### config.mk
export PLATFORM = sky130hd
export DESIGN_NAME = asrm_regmap
export DESIGN_NICKNAME = d
export VERILOG_FILES = /design/src/asrm_pkg.sv /design/src/asrm_fuse_if.sv /design/src/asrm_fuse.sv /design/src/asrm_regmap.sv
export SDC_FILE = /design/constraint.sdc
export NUM_CORES = 1
export LEC_CHECK = 0
export BUFFER_PORTS_ARGS = -buffer_cell sky130_fd_sc_hd__buf_2
export CAP_MARGIN = 10
export CORE_MARGIN = 2
export CORE_UTILIZATION = 27
export CTS_CLUSTER_SIZE = 12
export DETAILED_ROUTE_END_ITERATION = 10
export PLACE_DENSITY = 0.54
export SYNTH_ARGS = -nofsm -noshare
export SYNTH_HDL_FRONTEND = slang
export SYNTH_SLANG_ARGS = --single-unit
### constraint.sdc
create_clock -name mclk -period 2.9 [get_ports mclk]
set_input_delay 0.29 -clock mclk [delete_from_list [all_inputs] [get_ports mclk]]
set_output_delay 0.29 -clock mclk [all_outputs]
set_load 0.02 [all_outputs]
### src/asrm_pkg.sv
// Purpose: Shared constants and types for the angle sensor register map.
// Assumes: 14-bit register addresses and 14-bit register data.
// Notes:   Offsets, bit positions, reset values and the burn cycle count live here.
`default_nettype none
package asrm_pkg;

   localparam int ADDR_W  = 14;
   localparam int DATA_W  = 14;
   localparam int FRAME_W = 16;
   localparam int NV_REGS = 4;

   // Register offsets.
   localparam logic [13:0] OFF_NULL      = 14'h0000;
   localparam logic [13:0] OFF_ERR_FLAGS = 14'h0001;
   localparam logic [13:0] OFF_FUSE_CTL  = 14'h0003;
   localparam logic [13:0] OFF_ZPOS_HI   = 14'h0016;
   localparam logic [13:0] OFF_ZPOS_LO   = 14'h0017;
   localparam logic [13:0] OFF_CFG_PRI   = 14'h0018;
   localparam logic [13:0] OFF_CFG_SEC   = 14'h0019;
   localparam logic [13:0] OFF_DIAG      = 14'h3ffc;
   localparam logic [13:0] OFF_MAGNITUDE = 14'h3ffd;
   localparam logic [13:0] OFF_RAW_ANG   = 14'h3ffe;
   localparam logic [13:0] OFF_COMP_ANG  = 14'h3fff;

   // Frame field positions.
   localparam int FRM_PARITY = 15;
   localparam int FRM_READ   = 14;
   localparam int FRM_EF     = 14;

   // Error flag bit positions.
   localparam int ERR_FRAME  = 0;
   localparam int ERR_BADCMD = 1;
   localparam int ERR_PARITY = 2;

   // Fuse-burn control bit positions.
   localparam int FB_ENABLE = 0;
   localparam int FB_RELOAD = 2;
   localparam int FB_START  = 3;
   localparam int FB_VERIFY = 6;

   // Diagnostics bit positions and gain limits.
   localparam int DG_LOOP_DONE = 8;
   localparam int DG_OVERFLOW  = 9;
   localparam int DG_STRONG    = 10;
   localparam int DG_WEAK      = 11;
   localparam logic [7:0] GAIN_MAX = 8'hff;
   localparam logic [7:0] GAIN_MIN = 8'h00;

   // Non-volatile register indices and bit positions.
   localparam int NV_ZHI = 0;
   localparam int NV_ZLO = 1;
   localparam int NV_CP  = 2;
   localparam int NV_CS  = 3;
   localparam int ZLO_STRONG_EN = 6;
   localparam int ZLO_WEAK_EN   = 7;
   localparam int CP_FIXED      = 0;
   localparam int CP_DIR        = 2;
   localparam int CP_PIN_SEL    = 3;
   localparam int CP_COMP_OFF   = 4;
   localparam int CP_BINARY     = 5;
   localparam int CP_SRC_RAW    = 6;
   localparam int CP_PW_EN      = 7;

   // Reset values and bit counter limits.
   localparam logic [3:0][7:0] NV_RESET   = {8'h00, 8'h01, 8'h00, 8'h00};
   localparam logic [2:0]      ERR_RESET  = 3'h0;
   localparam logic [13:0]     RESP_RESET = 14'h0000;
   localparam logic [4:0]      CNT_FULL   = 5'h1f;
   localparam logic [4:0]      CNT_FRAME  = 5'h10;

   // Fuse burn duration.
   localparam int CLK_PERIOD_NS = 10;
   localparam int BURN_TIME_NS  = 1000;
   localparam int BURN_CYCLES   = (BURN_TIME_NS + CLK_PERIOD_NS - 1) / CLK_PERIOD_NS;
   localparam logic [7:0] BURN_LAST = 8'(BURN_CYCLES - 1);

   typedef enum logic {ST_CMD, ST_WDATA} asrm_state_t;

endpackage
`default_nettype wire

### src/asrm_fuse_if.sv
// Purpose: Carries fuse requests and reload data between register map and fuse store.
// Assumes: Both ends run on mclk.
// Notes:   The register side owns the soft values; the fuse side owns loads.
`timescale 1ns/1ps
`default_nettype none
interface asrm_fuse_if;
   logic [3:0][7:0] softVal;
   logic            burnReq;
   logic            burnEnable;
   logic            reloadReq;
   logic            busy;
   logic            loadStb;
   logic [3:0][7:0] loadVal;

   modport regs (output softVal, output burnReq, output burnEnable, output reloadReq,
                 input busy, input loadStb, input loadVal);
   modport fuse (input softVal, input burnReq, input burnEnable, input reloadReq,
                 output busy, output loadStb, output loadVal);
endinterface
`default_nettype wire

### src/asrm_fuse.sv
// Purpose: One-time fuse store for the non-volatile registers.
// Assumes: fusePorN is the power-on reset; arst_n is the hardware reset.
// Notes:   Fuse content ignores arst_n so that it survives a hardware reset.
`timescale 1ns/1ps
`default_nettype none
module asrm_fuse
   import asrm_pkg::*;
(
   // Clock and resets
   input  wire logic mclk,
   input  wire logic arst_n,
   input  wire logic fusePorN,
   // Register side
   asrm_fuse_if.fuse fuseIf
);

   logic [7:0] fuseMem_q [NV_REGS];
   logic       burned_q;
   logic       busy_q;
   logic [7:0] burnCnt_q;
   logic       startup_q;
   logic       loadStb_q;
   logic       burnGo;
   logic       commit;

   // A single burn only, and never without the enable bit.
   assign burnGo = fuseIf.burnReq && fuseIf.burnEnable && !burned_q && !busy_q;
   assign commit = busy_q && (burnCnt_q == 8'h00);

   always_ff @(posedge mclk or negedge fusePorN) begin
      if (!fusePorN) begin
         burned_q <= 1'b0;
      end else if (commit) begin
         burned_q <= 1'b1;
      end
   end

   for (genvar gi = 0; gi < NV_REGS; gi++) begin : g_mem
      always_ff @(posedge mclk or negedge fusePorN) begin
         if (!fusePorN) begin
            fuseMem_q[gi] <= NV_RESET[gi];
         end else if (commit) begin
            fuseMem_q[gi] <= fuseIf.softVal[gi];
         end
      end
      assign fuseIf.loadVal[gi] = fuseMem_q[gi];
   end

   always_ff @(posedge mclk or negedge arst_n) begin
      if (!arst_n) begin
         busy_q    <= 1'b0;
         burnCnt_q <= 8'h00;
      end else if (burnGo) begin
         busy_q    <= 1'b1;
         burnCnt_q <= BURN_LAST;
      end else if (busy_q) begin
         busy_q    <= !commit;
         burnCnt_q <= burnCnt_q - 8'h01;
      end
   end

   // After every hardware reset the programmed values are restored.
   always_ff @(posedge mclk or negedge arst_n) begin
      if (!arst_n) begin
         startup_q <= 1'b1;
         loadStb_q <= 1'b0;
      end else begin
         startup_q <= 1'b0;
         loadStb_q <= startup_q || fuseIf.reloadReq;
      end
   end

   assign fuseIf.busy    = busy_q;
   assign fuseIf.loadStb = loadStb_q;

endmodule // asrm_fuse
`default_nettype wire

### src/asrm_regmap.sv
// Purpose: Register map of a rotary angle sensor behind a mode-1 serial slave.
// Assumes: csN, sclk and mosi come from the host and are sampled by mclk.
// Notes:   sclk must stay well below mclk/8 so that every edge is seen.
//
// Contract
// - Each register is selected by a full 14-bit address in the command word.
// - Address 0x3FFE returns the uncompensated angle in bits 13:0.
// - Address 0x3FFF returns the compensated angle, subject to the source bit and the compensation-off bit.
// - Reading address zero has no side effect and returns zero.
// - An access to an unmapped address sets the bad-command fault, bit 1.
// - A malformed frame sets the frame fault, bit 0.
// - Reading the error flags returns them, then clears them all.
// - The host writes the verify bit, bit 6, to check the fuse content.
// - Writing 1 to bit 3 of fuse control starts a burn cycle.
// - Writing 1 to bit 2 reloads the soft registers from the fuses.
// - No burn proceeds unless the burn-enable bit 0 is set.
// - Diagnostics bit 11 shows the weak field while gain equals 0xFF.
// - Diagnostics bit 10 shows the strong field while gain equals 0x00.
// - Diagnostics bits 9, 8 and 7:0 give overflow, loop done and gain.
// - Settings bit 6 picks what 0x3FFF returns: 0 compensated unless bit 4 is set, 1 raw.
// - Non-volatile registers are soft writable and lose soft values on reset.
// - Fuses burn once, survive hardware reset, are restored, never overwritten.
// - Zero position: upper 8 bits at 0x0016, lower 6 bits at 0x0017.
// - Low zero register bits 6 and 7 enable strong and weak field errors.
// - Settings bit 0 reads 1; bit 1 presets 0 and the host keeps it.
// - Settings bit 3 selects the pulse-width output pin.
// - Settings bit 4 set turns latency compensation off.
// - Settings bit 5 picks binary pulse count; bit 2 sets rotation direction.
// - Settings bit 7 enables the pulse-width output.
// - A command word with wrong even parity sets the parity fault.
// - Read results are captured at chip-select rise and sent next frame.
`timescale 1ns/1ps
`default_nettype none
module asrm_regmap
   import asrm_pkg::*;
(
   // Clock and resets
   input  wire logic        mclk,
   input  wire logic        arst_n,
   input  wire logic        fusePorN,
   // Serial link pins
   input  wire logic        csN,
   input  wire logic        sclk,
   input  wire logic        mosi,
   output logic             miso,
   output logic             misoOe,
   // Measurement inputs
   input  wire logic [7:0]  gainLevel,
   input  wire logic        angleCalcOverflow,
   input  wire logic        offsetLoopDone,
   input  wire logic [13:0] magnitude,
   input  wire logic [13:0] rawAngleValue,
   input  wire logic [13:0] compAngleValue,
   // Settings and field error outputs
   output logic [13:0]      zeroPosition,
   output logic             strongErrEnable,
   output logic             weakErrEnable,
   output logic             rotationDir,
   output logic             pulseWidthPinSelect,
   output logic             latencyCompOff,
   output logic             pulseBaseBinary,
   output logic             pulseWidthOutEnable,
   output logic [7:0]       configSecondary,
   output logic             fieldErrorFlag
);

   asrm_fuse_if fuseIf ();

   // Link synchronisers: bit 0 feeds only bit 1.
   logic [2:0]      csSync_q;
   logic [2:0]      sclkSync_q;
   logic [1:0]      mosiSync_q;

   logic [15:0]     shIn_q;
   logic [15:0]     shOut_q;
   logic [4:0]      bitCnt_q;
   asrm_state_t     state_q;
   logic [13:0]     wrAddr_q;
   logic [13:0]     respData_q;
   logic            ef_q;
   logic            reloadResp_q;
   logic [2:0]      errFlags_q;
   logic [2:0]      errFlags_d;
   logic [3:0][7:0] nvReg_q;
   logic            burnVerify_q;
   logic            burnEnable_q;
   logic            burnReq_q;
   logic            reloadReq_q;
   logic            miso_q;
   logic            misoOe_q;
   logic            fieldErr_q;

   wire logic        csLow;
   wire logic        csFall;
   wire logic        csRise;
   wire logic        sclkRise;
   wire logic        sclkFall;
   wire logic        frameOk;
   wire logic        parOk;
   wire logic [13:0] rxAddr;
   wire logic        rxRead;
   wire logic        rxValid;
   wire logic        cmdOk;
   wire logic        dataOk;
   wire logic        setFrame;
   wire logic        setParity;
   wire logic        setBad;
   wire logic        clrErr;
   wire logic        wrStb;
   wire logic [7:0]  wrData;
   wire logic [13:0] addrSel;
   wire logic        weakField;
   wire logic        strongField;
   wire logic [13:0] diagWord;
   logic      [13:0] rdData;

   function automatic logic isValidAddr(input logic [13:0] a);
      return (a == OFF_NULL) || (a == OFF_ERR_FLAGS) || (a == OFF_FUSE_CTL) ||
             (a == OFF_ZPOS_HI) || (a == OFF_ZPOS_LO) || (a == OFF_CFG_PRI) ||
             (a == OFF_CFG_SEC) || (a == OFF_DIAG) || (a == OFF_MAGNITUDE) ||
             (a == OFF_RAW_ANG) || (a == OFF_COMP_ANG);
   endfunction

   // Sampling and edge detection of the link.
   always_ff @(posedge mclk or negedge arst_n) begin
      if (!arst_n) begin
         csSync_q   <= 3'h7;
         sclkSync_q <= 3'h0;
         mosiSync_q <= 2'h0;
      end else begin
         csSync_q   <= {csSync_q[1:0], csN};
         sclkSync_q <= {sclkSync_q[1:0], sclk};
         mosiSync_q <= {mosiSync_q[0], mosi};
      end
   end

   assign csLow    = !csSync_q[1];
   assign csFall   = !csSync_q[1] && csSync_q[2];
   assign csRise   = csSync_q[1] && !csSync_q[2];
   assign sclkRise = sclkSync_q[1] && !sclkSync_q[2] && csLow;
   assign sclkFall = !sclkSync_q[1] && sclkSync_q[2] && csLow;

   // Frame decode at chip-select rise.
   assign frameOk   = (bitCnt_q == CNT_FRAME);
   assign parOk     = !(^shIn_q);
   assign rxAddr    = shIn_q[13:0];
   assign rxRead    = shIn_q[FRM_READ];
   assign rxValid   = isValidAddr(rxAddr);
   assign cmdOk     = csRise && frameOk && parOk && (state_q == ST_CMD);
   assign dataOk    = csRise && frameOk && parOk && (state_q == ST_WDATA) && !rxRead;
   assign setFrame  = csRise && (!frameOk ||
                      (parOk && (state_q == ST_WDATA) && rxRead));
   assign setParity = csRise && frameOk && !parOk;
   assign setBad    = cmdOk && !rxValid;
   assign clrErr    = cmdOk && rxRead && (rxAddr == OFF_ERR_FLAGS);
   assign wrStb     = dataOk;
   assign wrData    = shIn_q[7:0];

   // Set wins over clear, so a fault in the clearing frame is kept.
   assign errFlags_d = (clrErr ? ERR_RESET : errFlags_q) |
                       {setParity, setBad, setFrame};

   always_ff @(posedge mclk or negedge arst_n) begin
      if (!arst_n) begin
         errFlags_q <= ERR_RESET;
      end else begin
         errFlags_q <= errFlags_d;
      end
   end

   // Shift registers: mode 1, sample on falling, drive on rising.
   always_ff @(posedge mclk or negedge arst_n) begin
      if (!arst_n) begin
         shIn_q   <= 16'h0000;
         bitCnt_q <= 5'h00;
      end else if (csFall) begin
         bitCnt_q <= 5'h00;
      end else if (sclkFall) begin
         shIn_q   <= {shIn_q[14:0], mosiSync_q[1]};
         bitCnt_q <= (bitCnt_q == CNT_FULL) ? CNT_FULL : bitCnt_q + 5'h01;
      end
   end

   always_ff @(posedge mclk or negedge arst_n) begin
      if (!arst_n) begin
         shOut_q <= 16'h0000;
         miso_q  <= 1'b0;
      end else if (csFall) begin
         shOut_q <= {^{ef_q, respData_q}, ef_q, respData_q};
      end else if (sclkRise) begin
         miso_q  <= shOut_q[15];
         shOut_q <= {shOut_q[14:0], 1'b0};
      end
   end

   always_ff @(posedge mclk or negedge arst_n) begin
      if (!arst_n) begin
         misoOe_q <= 1'b0;
      end else begin
         misoOe_q <= csLow;
      end
   end

   // A valid write command waits for its data frame.
   always_ff @(posedge mclk or negedge arst_n) begin
      if (!arst_n) begin
         state_q  <= ST_CMD;
         wrAddr_q <= OFF_NULL;
      end else if (csRise) begin
         state_q  <= (cmdOk && !rxRead && rxValid) ? ST_WDATA : ST_CMD;
         if (cmdOk) begin
            wrAddr_q <= rxAddr;
         end
      end
   end

   // Response capture; after a write the new content is caught one cycle later.
   assign addrSel = reloadResp_q ? wrAddr_q : rxAddr;

   always_ff @(posedge mclk or negedge arst_n) begin
      if (!arst_n) begin
         respData_q   <= RESP_RESET;
         ef_q         <= 1'b0;
         reloadResp_q <= 1'b0;
      end else begin
         reloadResp_q <= dataOk;
         if (csRise) begin
            ef_q <= setFrame || setParity || setBad;
         end
         if (cmdOk) begin
            respData_q <= rxValid ? rdData : RESP_RESET;
         end else if (reloadResp_q) begin
            respData_q <= rdData;
         end
      end
   end

   // Diagnostics word.
   assign weakField   = (gainLevel == GAIN_MAX);
   assign strongField = (gainLevel == GAIN_MIN);
   assign diagWord    = {2'b00, weakField, strongField, angleCalcOverflow,
                         offsetLoopDone, gainLevel};

   // Read multiplexer; undefined bits read zero.
   always_comb begin
      if (addrSel == OFF_ERR_FLAGS) begin
         rdData = {11'h000, errFlags_q};
      end else if (addrSel == OFF_FUSE_CTL) begin
         rdData = {7'h00, burnVerify_q, 2'b00, fuseIf.busy, 2'b00, burnEnable_q};
      end else if (addrSel == OFF_ZPOS_HI) begin
         rdData = {6'h00, nvReg_q[NV_ZHI]};
      end else if (addrSel == OFF_ZPOS_LO) begin
         rdData = {6'h00, nvReg_q[NV_ZLO]};
      end else if (addrSel == OFF_CFG_PRI) begin
         rdData = {6'h00, nvReg_q[NV_CP][7:1], 1'b1};
      end else if (addrSel == OFF_CFG_SEC) begin
         rdData = {6'h00, nvReg_q[NV_CS]};
      end else if (addrSel == OFF_DIAG) begin
         rdData = diagWord;
      end else if (addrSel == OFF_MAGNITUDE) begin
         rdData = magnitude;
      end else if (addrSel == OFF_RAW_ANG) begin
         rdData = rawAngleValue;
      end else if (addrSel == OFF_COMP_ANG) begin
         // With compensation off, the compensated view falls back to raw.
         rdData = (nvReg_q[NV_CP][CP_SRC_RAW] || nvReg_q[NV_CP][CP_COMP_OFF]) ?
                  rawAngleValue : compAngleValue;
      end else begin
         rdData = RESP_RESET;
      end
   end

   // Non-volatile registers: soft writes, lost on reset, reloaded from fuses.
   for (genvar gi = 0; gi < NV_REGS; gi++) begin : g_nv
      always_ff @(posedge mclk or negedge arst_n) begin
         if (!arst_n) begin
            nvReg_q[gi] <= NV_RESET[gi];
         end else if (fuseIf.loadStb) begin
            nvReg_q[gi] <= fuseIf.loadVal[gi];
         end else if (wrStb && (wrAddr_q == OFF_ZPOS_HI + 14'(gi))) begin
            nvReg_q[gi] <= wrData;
         end
      end
   end

   // Fuse-burn control; start and reload act as one-cycle requests.
   always_ff @(posedge mclk or negedge arst_n) begin
      if (!arst_n) begin
         burnVerify_q <= 1'b0;
         burnEnable_q <= 1'b0;
         burnReq_q    <= 1'b0;
         reloadReq_q  <= 1'b0;
      end else begin
         burnReq_q   <= 1'b0;
         reloadReq_q <= 1'b0;
         if (wrStb && (wrAddr_q == OFF_FUSE_CTL)) begin
            burnVerify_q <= wrData[FB_VERIFY];
            burnEnable_q <= wrData[FB_ENABLE];
            burnReq_q    <= wrData[FB_START];
            // Verify reloads the fused values so the host can compare them.
            reloadReq_q  <= wrData[FB_RELOAD] || wrData[FB_VERIFY];
         end
      end
   end

   assign fuseIf.softVal    = {nvReg_q[NV_CS], nvReg_q[NV_CP][7:1], 1'b1,
                               nvReg_q[NV_ZLO], nvReg_q[NV_ZHI]};
   assign fuseIf.burnReq    = burnReq_q;
   assign fuseIf.burnEnable = burnEnable_q;
   assign fuseIf.reloadReq  = reloadReq_q;

   asrm_fuse u_fuse (
      .mclk     (mclk),
      .arst_n   (arst_n),
      .fusePorN (fusePorN),
      .fuseIf   (fuseIf.fuse)
   );

   // Combined error flag for the output generators.
   always_ff @(posedge mclk or negedge arst_n) begin
      if (!arst_n) begin
         fieldErr_q <= 1'b0;
      end else begin
         fieldErr_q <= angleCalcOverflow || !offsetLoopDone ||
                       (strongField && nvReg_q[NV_ZLO][ZLO_STRONG_EN]) ||
                       (weakField && nvReg_q[NV_ZLO][ZLO_WEAK_EN]);
      end
   end

   // Outputs.
   assign miso                = miso_q;
   assign misoOe              = misoOe_q;
   assign zeroPosition        = {nvReg_q[NV_ZHI], nvReg_q[NV_ZLO][5:0]};
   assign strongErrEnable     = nvReg_q[NV_ZLO][ZLO_STRONG_EN];
   assign weakErrEnable       = nvReg_q[NV_ZLO][ZLO_WEAK_EN];
   assign rotationDir         = nvReg_q[NV_CP][CP_DIR];
   assign pulseWidthPinSelect = nvReg_q[NV_CP][CP_PIN_SEL];
   assign latencyCompOff      = nvReg_q[NV_CP][CP_COMP_OFF];
   assign pulseBaseBinary     = nvReg_q[NV_CP][CP_BINARY];
   assign pulseWidthOutEnable = nvReg_q[NV_CP][CP_PW_EN];
   assign configSecondary     = nvReg_q[NV_CS];
   assign fieldErrorFlag      = fieldErr_q;

endmodule // asrm_regmap
`default_nettype wire

==> flow_metrics.env, run 1 <==
export IMPL_whs_ns=0.00149
export IMPL_port_buffers=89
export IMPL_path_buf_inv=1
export IMPL_cts_sinks=160
export IMPL_core_area_mm2=0.0307
export IMPL_die_x_um=181
export IMPL_period_share_pct=98.1
export IMPL_synth_common_cells="156 x dfrtp_1, 108 x nand2_1, 57 x mux2i_1"
export IMPL_slowest_stage="dfrtp_1"
export IMPL_p_seq_share_pct=43.3
export IMPL_avgSynthCellArea_um2=10.3
export IMPL_grt_ovfl_total=0
export IMPL_wl_per_cell_um=17.4
export IMPL_min_period_ns=2.84
export IMPL_p_int_mw=3.80
export IMPL_synth_flop_cell="dfrtp_1"
export IMPL_final_core_utilization_pct=33.2
export IMPL_path_cells="buf_4 > nor4_1 > nand4_1 > and2_4 > or3_1 > o211a_1 > o41ai_1 > a22o_1"
export IMPL_grt_pass1_wl_um=37200
export IMPL_pre_cts_slack_ns=0.0283
export IMPL_cts_tree="built"
export IMPL_clockBufferDepth=2
export IMPL_status="complete, no violations"
export IMPL_drc_errors=0
export IMPL_std_cell_rows=64
export IMPL_max_freq_ghz=0.352
export IMPL_fillers=3127
export IMPL_finalHoldViolations=0
export IMPL_maxSlewHeadroom_pct=34.0
export IMPL_finalMaxSlewViolations=0
export IMPL_r2r_cells=8
export IMPL_startpoint="reloadResp_q"
export IMPL_critical_path_top_delay_family="simple AND/OR/NAND/NOR gates"
export IMPL_cp_end_kind="register"
export IMPL_cts_inserted_buffers=17
export IMPL_viasPerCell=4.92
export IMPL_ios=90
export IMPL_vias=6569
export IMPL_place_hpwl_um=17200
export IMPL_synth_cell_types=69
export IMPL_synth_top_area_cell="dfrtp_1"
export IMPL_htree_num_levels=4
export IMPL_required_ns=3.27
export IMPL_rsz0062_at_grt="false"
export IMPL_synth_edff_count=0
export IMPL_sw_frac_of_total_pct=28.5
export IMPL_power_switching_mw=1.51
export IMPL_ir_drop_mv=0.422
export IMPL_drt_initial_drc_count=456
export IMPL_postSynth_asyncResetShare_pct=100
export IMPL_root_buffer="clkbuf_16"
export IMPL_hp_class="primary input to register"
export IMPL_ys_warn_count=0
export IMPL_worst_pin_slew_ns=0.990
export IMPL_combPwrFrac_pct=15.9
export IMPL_critPathKind="register to register"
export IMPL_area_growth_pct=20.7
export IMPL_setup_slack_ns=0.0551
export IMPL_reg2reg_slack_ns=0.06
export IMPL_netlist_top_cells_area="dfrtp_1 46%, mux2i_1 6.8%, nand2_1 4.8%"
export IMPL_drv_cap=0
export IMPL_fin_skew_ns=0.0170
export IMPL_clock_latency_ns=0.44
export IMPL_min_to="mosiSync_q[0]"
export IMPL_p_leak_nw=4.71
export IMPL_synth_seq_cells=160
export IMPL_hp_start="mosi"
export IMPL_finalSetupTns_ns=0
export IMPL_die_y_um=181
export IMPL_grt_pass1_vias=6571
export IMPL_power_frac_clock_pct=40.8
export IMPL_diodes=0
export IMPL_drive_above_1_share_pct=25.9
export IMPL_grt_antenna_before_repair=0
export IMPL_drt_first_pass_iters=5
export IMPL_gp_congestion=0.871
export IMPL_track_usage_pct=14.5
export IMPL_timing_rr_end="respData_q[0]"
export IMPL_dieArea_mm2=0.0327
export IMPL_nets=1005
export IMPL_wirelength_um=23300
export IMPL_netlist_area_mm2=0.00843
export IMPL_cp_start_kind="register"
export IMPL_grt_start_max_net_pins=68
export IMPL_reg2reg_from="reloadResp_q"
export IMPL_setup_viol=0
export IMPL_crit_path_max_fanout=11
export IMPL_yosysSeqAreaShare_pct=47.6
export IMPL_critPathArrivalTime_ns=3.21
export IMPL_fin_area_mm2=0.0102
export IMPL_clk_pin_slew_ns=0.07
export IMPL_cp_slowest_stage_delay_ns=0.53
export IMPL_yosysMostFrequentCell="dfrtp_1"
export IMPL_netlist_instances=821
export IMPL_place_area_mm2=0.00951
export IMPL_start_util_pct=27.5
export IMPL_holdPathStages=1
export IMPL_syn_nets=901
export IMPL_power_density_mw_per_mm2=523
export IMPL_ant_nets=0
export IMPL_yosysTopAreaCellShare_pct=46.3
## power by group through the flow
stage | clock (mW) | combinational (mW) | sequential [mW]
CTS | 2.24 | 0.807 | 2.30
detailed placement | 0 | 0.799 | 2.35
finish | 2.17 | 0.843 | 2.30
global placement | 0 | 0.797 | 2.34
global route | 2.32 | 0.920 | 2.31
floorplan | 0 | 0.455 | 2.34
## final cells by class
class	count	area, µm²	area share (%)
clock buffers	19	453	4.45
clock inverters	13	116	1.14
inverters	39	146	1.44
multi-input cells	556	3970	39.1
flip-flops and latches	160	4010	39.4
well taps	396	495	4.87
repair buffers	151	977	9.61
## sequential cells by signal, summed over array words and instances, names as in the netlist, 5 cells and up
register / count
u_fuse.fuseIf.loadVal: 31
shIn_q: 16
shOut_q: 16
respData_q: 14
wrAddr_q: 14
zeroPosition: 14
configSecondary: 8
u_fuse.burnCnt_q: 8
bitCnt_q: 5
## metrics by stage
stage	instances	power (mW)
2_1_floorplan	821	2.80
3_3_place_gp	1297	3.14
3_5_place_dp	1297	3.14
4_1_cts	1333	5.35
5_1_grt	1334	5.55
6_report	1334	5.32
## worst max-delay path by stage
stage                       to  slack [ns]  cells after the start
3_5_place_dp     respData_q[2]        0.03                      9
5_1_grt          respData_q[0]        0.01                      8
6_report         respData_q[0]        0.06                      8
2_1_floorplan  zeroPosition[3]        0.06                     10
3_3_place_gp     respData_q[0]      -0.004                      8
4_1_cts          respData_q[2]        0.02                      9
## cells by family (layout without fill, tap and decap cells)
| logic type | after synthesis | in the layout | share of synthesized area, % |
|---|---|---|---|
| AND/OR/NAND/NOR | 229 | 229 | 13.6 |
| adder cells (fa/ha/maj) | 22 | 22 | 3.27 |
| XOR/XNOR | 22 | 22 | 2.70 |
| AO/OA/AOI/OAI | 188 | 188 | 15.0 |
| multiplexers | 94 | 94 | 11.8 |
| buffers and inverters | 105 | 222 | 6.13 |
| flip-flops | 160 | 160 | 47.6 |
| other | 1 | 1 | 0.0445 |
## worst reg2reg max path: cells and delay by family, from the launching register on
kind | cells | cell delay (ns)
AND/OR/NAND/NOR | 4 | 1.12
AO/OA/AOI/OAI | 3 | 0.86
flip-flops | 1 | 0.53
buffers and inverters | 1 | 0.27
## cells in the final DEF (no fill, tap or decap), drive strengths merged, types with 21 or more instances in the layout
master / n
nor2: 30
inv: 47
dfrtp: 156
buf: 147
nor3: 21
ha: 22
o21ai: 79
mux2i: 57
mux2: 37
nand2: 108
## what timing repair did
item                                    CTS  global route
resized for setup                         0             7
setup buffers                             0             1
endpoints found under the setup margin    0            38
endpoints found under the hold margin    99             0
hold buffers                              4             0
## per-layer routing
metal | part of all wire [%] | routed length (µm) | GRT usage (%)
met1 | 47 | 10900 | 19.5
met2 | 46 | 10600 | 22.4
met3 | 5.2 | 1200 | 3.83
met4 | 2.5 | 574 | 5.19
met5 | 0 | 0 | 0
(Power assumes the default switching activity.)
==> run 2, diff against run 1 <==
Settings changed: ABC_AREA set to 1.
==> flow_metrics.env, run 2 <==
export IMPL_grt_pass1_vias=7789
export IMPL_synth_edff_count=0
export IMPL_grt_ovfl_total=0
export IMPL_cp_slowest_stage_delay_ns=0.55
export IMPL_period_share_pct=89.7
export IMPL_htree_num_levels=4
export IMPL_path_cells="buf_4 > nand2_1 > o21ai_1 > nand2_1 > inv_1 > nand3_2 > nor2_1 > a21oi_1 > nand2_1 > nand2_1 > nand2_1 > nand2_1 > nand2_1 > nand2_1 > nand2_1 > nand2_1 > nand2_1"
export IMPL_drc_errors=0
export IMPL_netlist_top_cells_area="dfrtp_1 43%, nand2_1 15%, nand3_1 5.4%"
export IMPL_top_layer="met4"
export IMPL_cts_sinks=160
export IMPL_postSynth_asyncResetShare_pct=100
export IMPL_synth_common_cells="366 x nand2_1, 156 x dfrtp_1, 128 x inv_1"
export IMPL_yosysTopAreaCellShare_pct=42.9
export IMPL_clock_latency_ns=0.45
export IMPL_root_buffer="clkbuf_16"
export IMPL_synth_simple_area_share_pct=31.4
export IMPL_met3_length_um=1320
export IMPL_ios=90
export IMPL_synthMuxAreaShare_pct=0.110
export IMPL_crit_path_max_fanout=16
export IMPL_slowest_stage="dfrtp_2"
export IMPL_sw_frac_of_total_pct=31.1
export IMPL_final_cell_mix="366 x nand2_1, 155 x dfrtp_1, 128 x inv_1, 98 x nand3_1, 88 x buf_2"
export IMPL_place_hpwl_um=19800
export IMPL_worst_pin_slew_ns=0.962
export IMPL_critical_path_top_delay_family="simple AND/OR/NAND/NOR gates"
export IMPL_maxSlewHeadroom_pct=35.9
export IMPL_synth_fa_ha_area_share_pct=3.03
export IMPL_min_period_ns=2.60
export IMPL_finalSetupTns_ns=0
export IMPL_track_usage_pct=15.3
export IMPL_layout_commonest_cell="nand2_1"
export IMPL_p_leak_nw=5.24
export IMPL_drt_first_pass_iters=5
export IMPL_drt_initial_drc_count=573
export IMPL_synthXorXnorAreaFrac_pct=2.01
export IMPL_critPathArrivalTime_ns=2.99
export IMPL_yosysMostFrequentCell="nand2_1"
export IMPL_finalMaxSlewViolations=0
export IMPL_synth_compound_area_share_pct=9.51
export IMPL_gp_congestion=0.882
export IMPL_wl_met2_um=11700
export IMPL_yosysSeqAreaShare_pct=44.1
export IMPL_rsz0062_at_grt="false"
export IMPL_place_area_mm2=0.00993
export IMPL_hp_class="primary input to register"
export IMPL_drv_cap=0
export IMPL_power_mw=5.38
export IMPL_clockBufferDepth=2
export IMPL_die_x_um=187
export IMPL_fin_skew_ns=0.0132
export IMPL_finalHoldViolations=0
export IMPL_nets=1340
export IMPL_largest_reg_flops=31
export IMPL_p_int_mw=3.71
export IMPL_setup_viol=0
export IMPL_synth_seq_cells=160
export IMPL_wl_met1_um=12900
export IMPL_std_cell_rows=67
export IMPL_core_area_mm2=0.0334
export IMPL_synth_top_area_cell="dfrtp_1"
export IMPL_diodes=0
export IMPL_wirelength_um=26200
export IMPL_clk_pin_slew_ns=0.07
export IMPL_combPwrFrac_pct=14.0
export IMPL_grt_start_max_net_pins=99
export IMPL_cts_tree="built"
export IMPL_drive_above_1_share_pct=16.9
export IMPL_cts_inserted_buffers=17
export IMPL_start_util_pct=27.2
export IMPL_area_growth_pct=16.4
export IMPL_power_switching_mw=1.67
export IMPL_wl_per_cell_um=15.2
export IMPL_cp_common_cell="nand2_1"
export IMPL_power_density_mw_per_mm2=509
export IMPL_synth_top_family_by_area="simple AND/OR/NAND/NOR gates"
export IMPL_avgSynthCellArea_um2=7.72
export IMPL_viasPerCell=4.60
export IMPL_required_ns=3.28
export IMPL_ys_warn_count=0
export IMPL_p_seq_share_pct=44.0
export IMPL_fin_area_mm2=0.0106
export IMPL_dieArea_mm2=0.0352
export IMPL_path_buf_inv=2
export IMPL_port_buffers=89
export IMPL_cts_setup_buffers=0
export IMPL_netlist_area_mm2=0.00909
export IMPL_max_freq_ghz=0.384
export IMPL_synth_flop_cell="dfrtp_1"
export IMPL_cp_start_kind="register"
export IMPL_netlist_instances=1178
export IMPL_grt_pass1_wl_um=42500
export IMPL_synth_cell_types=52
export IMPL_ant_nets=0
export IMPL_critPathKind="register to register"
export IMPL_ir_drop_mv=0.442
export IMPL_status="complete, no violations"
export IMPL_grt_antenna_before_repair=0
export IMPL_vias=7920
export IMPL_die_y_um=187
export IMPL_power_frac_clock_pct=42.0
export IMPL_cp_end_kind="register"
export IMPL_syn_nets=1258
run 2: cell types whose count changed after synthesis, sizes merged, moves of 31 or more:
cell	change
nand2	+277
nand3	+100
inv	+98
mux2i	-56
nor2	+49
mux2	-37
o21ai	+31
run 2: worst register-to-register path, stage by stage (launching register included):
cell     delay (ns)
dfrtp_2        0.55
buf_4          0.23
nand2_1        0.06
o21ai_1        0.10
nand2_1        0.14
inv_1          0.09
nand3_2        0.14
nor2_1         0.44
a21oi_1        0.12
nand2_1        0.14
nand2_1        0.08
nand2_1        0.08
nand2_1        0.05
nand2_1        0.05
nand2_1        0.08
nand2_1        0.07
nand2_1        0.05
nand2_1        0.05
run 2: power groups by stage:
stage / combinational [mW] / clock, mW / sequential (mW)
CTS: 0.762 / 2.30 / 2.37
finish: 0.756 / 2.26 / 2.37
global route: 0.858 / 2.38 / 2.38
detailed placement: 0.752 / 0 / 2.41
floorplan: 0.480 / 0 / 2.40
global placement: 0.749 / 0 / 2.41
run 2: per-layer routing:
| layer | vias up | global-route usage, % |
|---|---|---|
| met4 | 0 | 4.00 |
| met3 | 25 | 3.13 |
| li1 | 3934 | - |
| met2 | 189 | 23.8 |
| met5 | - | 0 |
| met1 | 3772 | 21.7 |
run 2: path summary, 6_finish.rpt:
| path | startpoint | endpoint | slack (ns) | depth (start not counted) |
|---|---|---|---|---|
| max | reloadResp_q | respData_q[2] | 0.30 | 17 |
| min | offsetLoopDone | fieldErrorFlag | 0.05 | 2 |
| max reg2reg | reloadResp_q | respData_q[2] | 0.30 | 17 |
| min reg2reg | mosiSync_q[0] | mosiSync_q[1] | 0.35 | 0 |
| max in group asynchronous | arst_n | reloadResp_q | 1.67 | 2 |
| min in group asynchronous | fusePorN | u_fuse.fuseIf.loadVal[13] | 0.46 | 2 |
run 2: logic make-up after synthesis:
family / count (synthesis)
compound gates: 159
xor+xnor: 20
fa+ha+maj: 22
buf+inv: 195
flops: 160
mux: 1
other cells: 1
simple gates: 620
run 2: timing repair:
item	CTS	global route
setup endpoints to repair	0	5
endpoints found under the hold margin	42	0
resized for setup	0	1
hold buffers	5	0
run 2: area by class of cell:
type / instances / area (µm²)
Fill cell: 3706 / 22800
Sequential cell: 160 / 4010
Clock buffer: 17 / 425
Inverter: 141 / 532
Timing Repair Buffer: 117 / 687
Multi-Input combinational cell: 823 / 4190
Clock inverter: 15 / 174
Tap cell: 448 / 561
run 2: per-stage QoR:
stage / hold WS, ns / setup WS [ns] / instances / util, %
floorplan: -0.00559 / 0.654 / 1178 / -
global route: 0.0294 / 0.00839 / 1721 / 31.7
finish: 0.0490 / 0.298 / 1721 / 31.7
global placement: 0.334 / 0.179 / 1684 / 29.8
CTS: 0.0301 / 0.131 / 1721 / 31.7
detailed placement: 0.337 / 0.169 / 1684 / 29.8
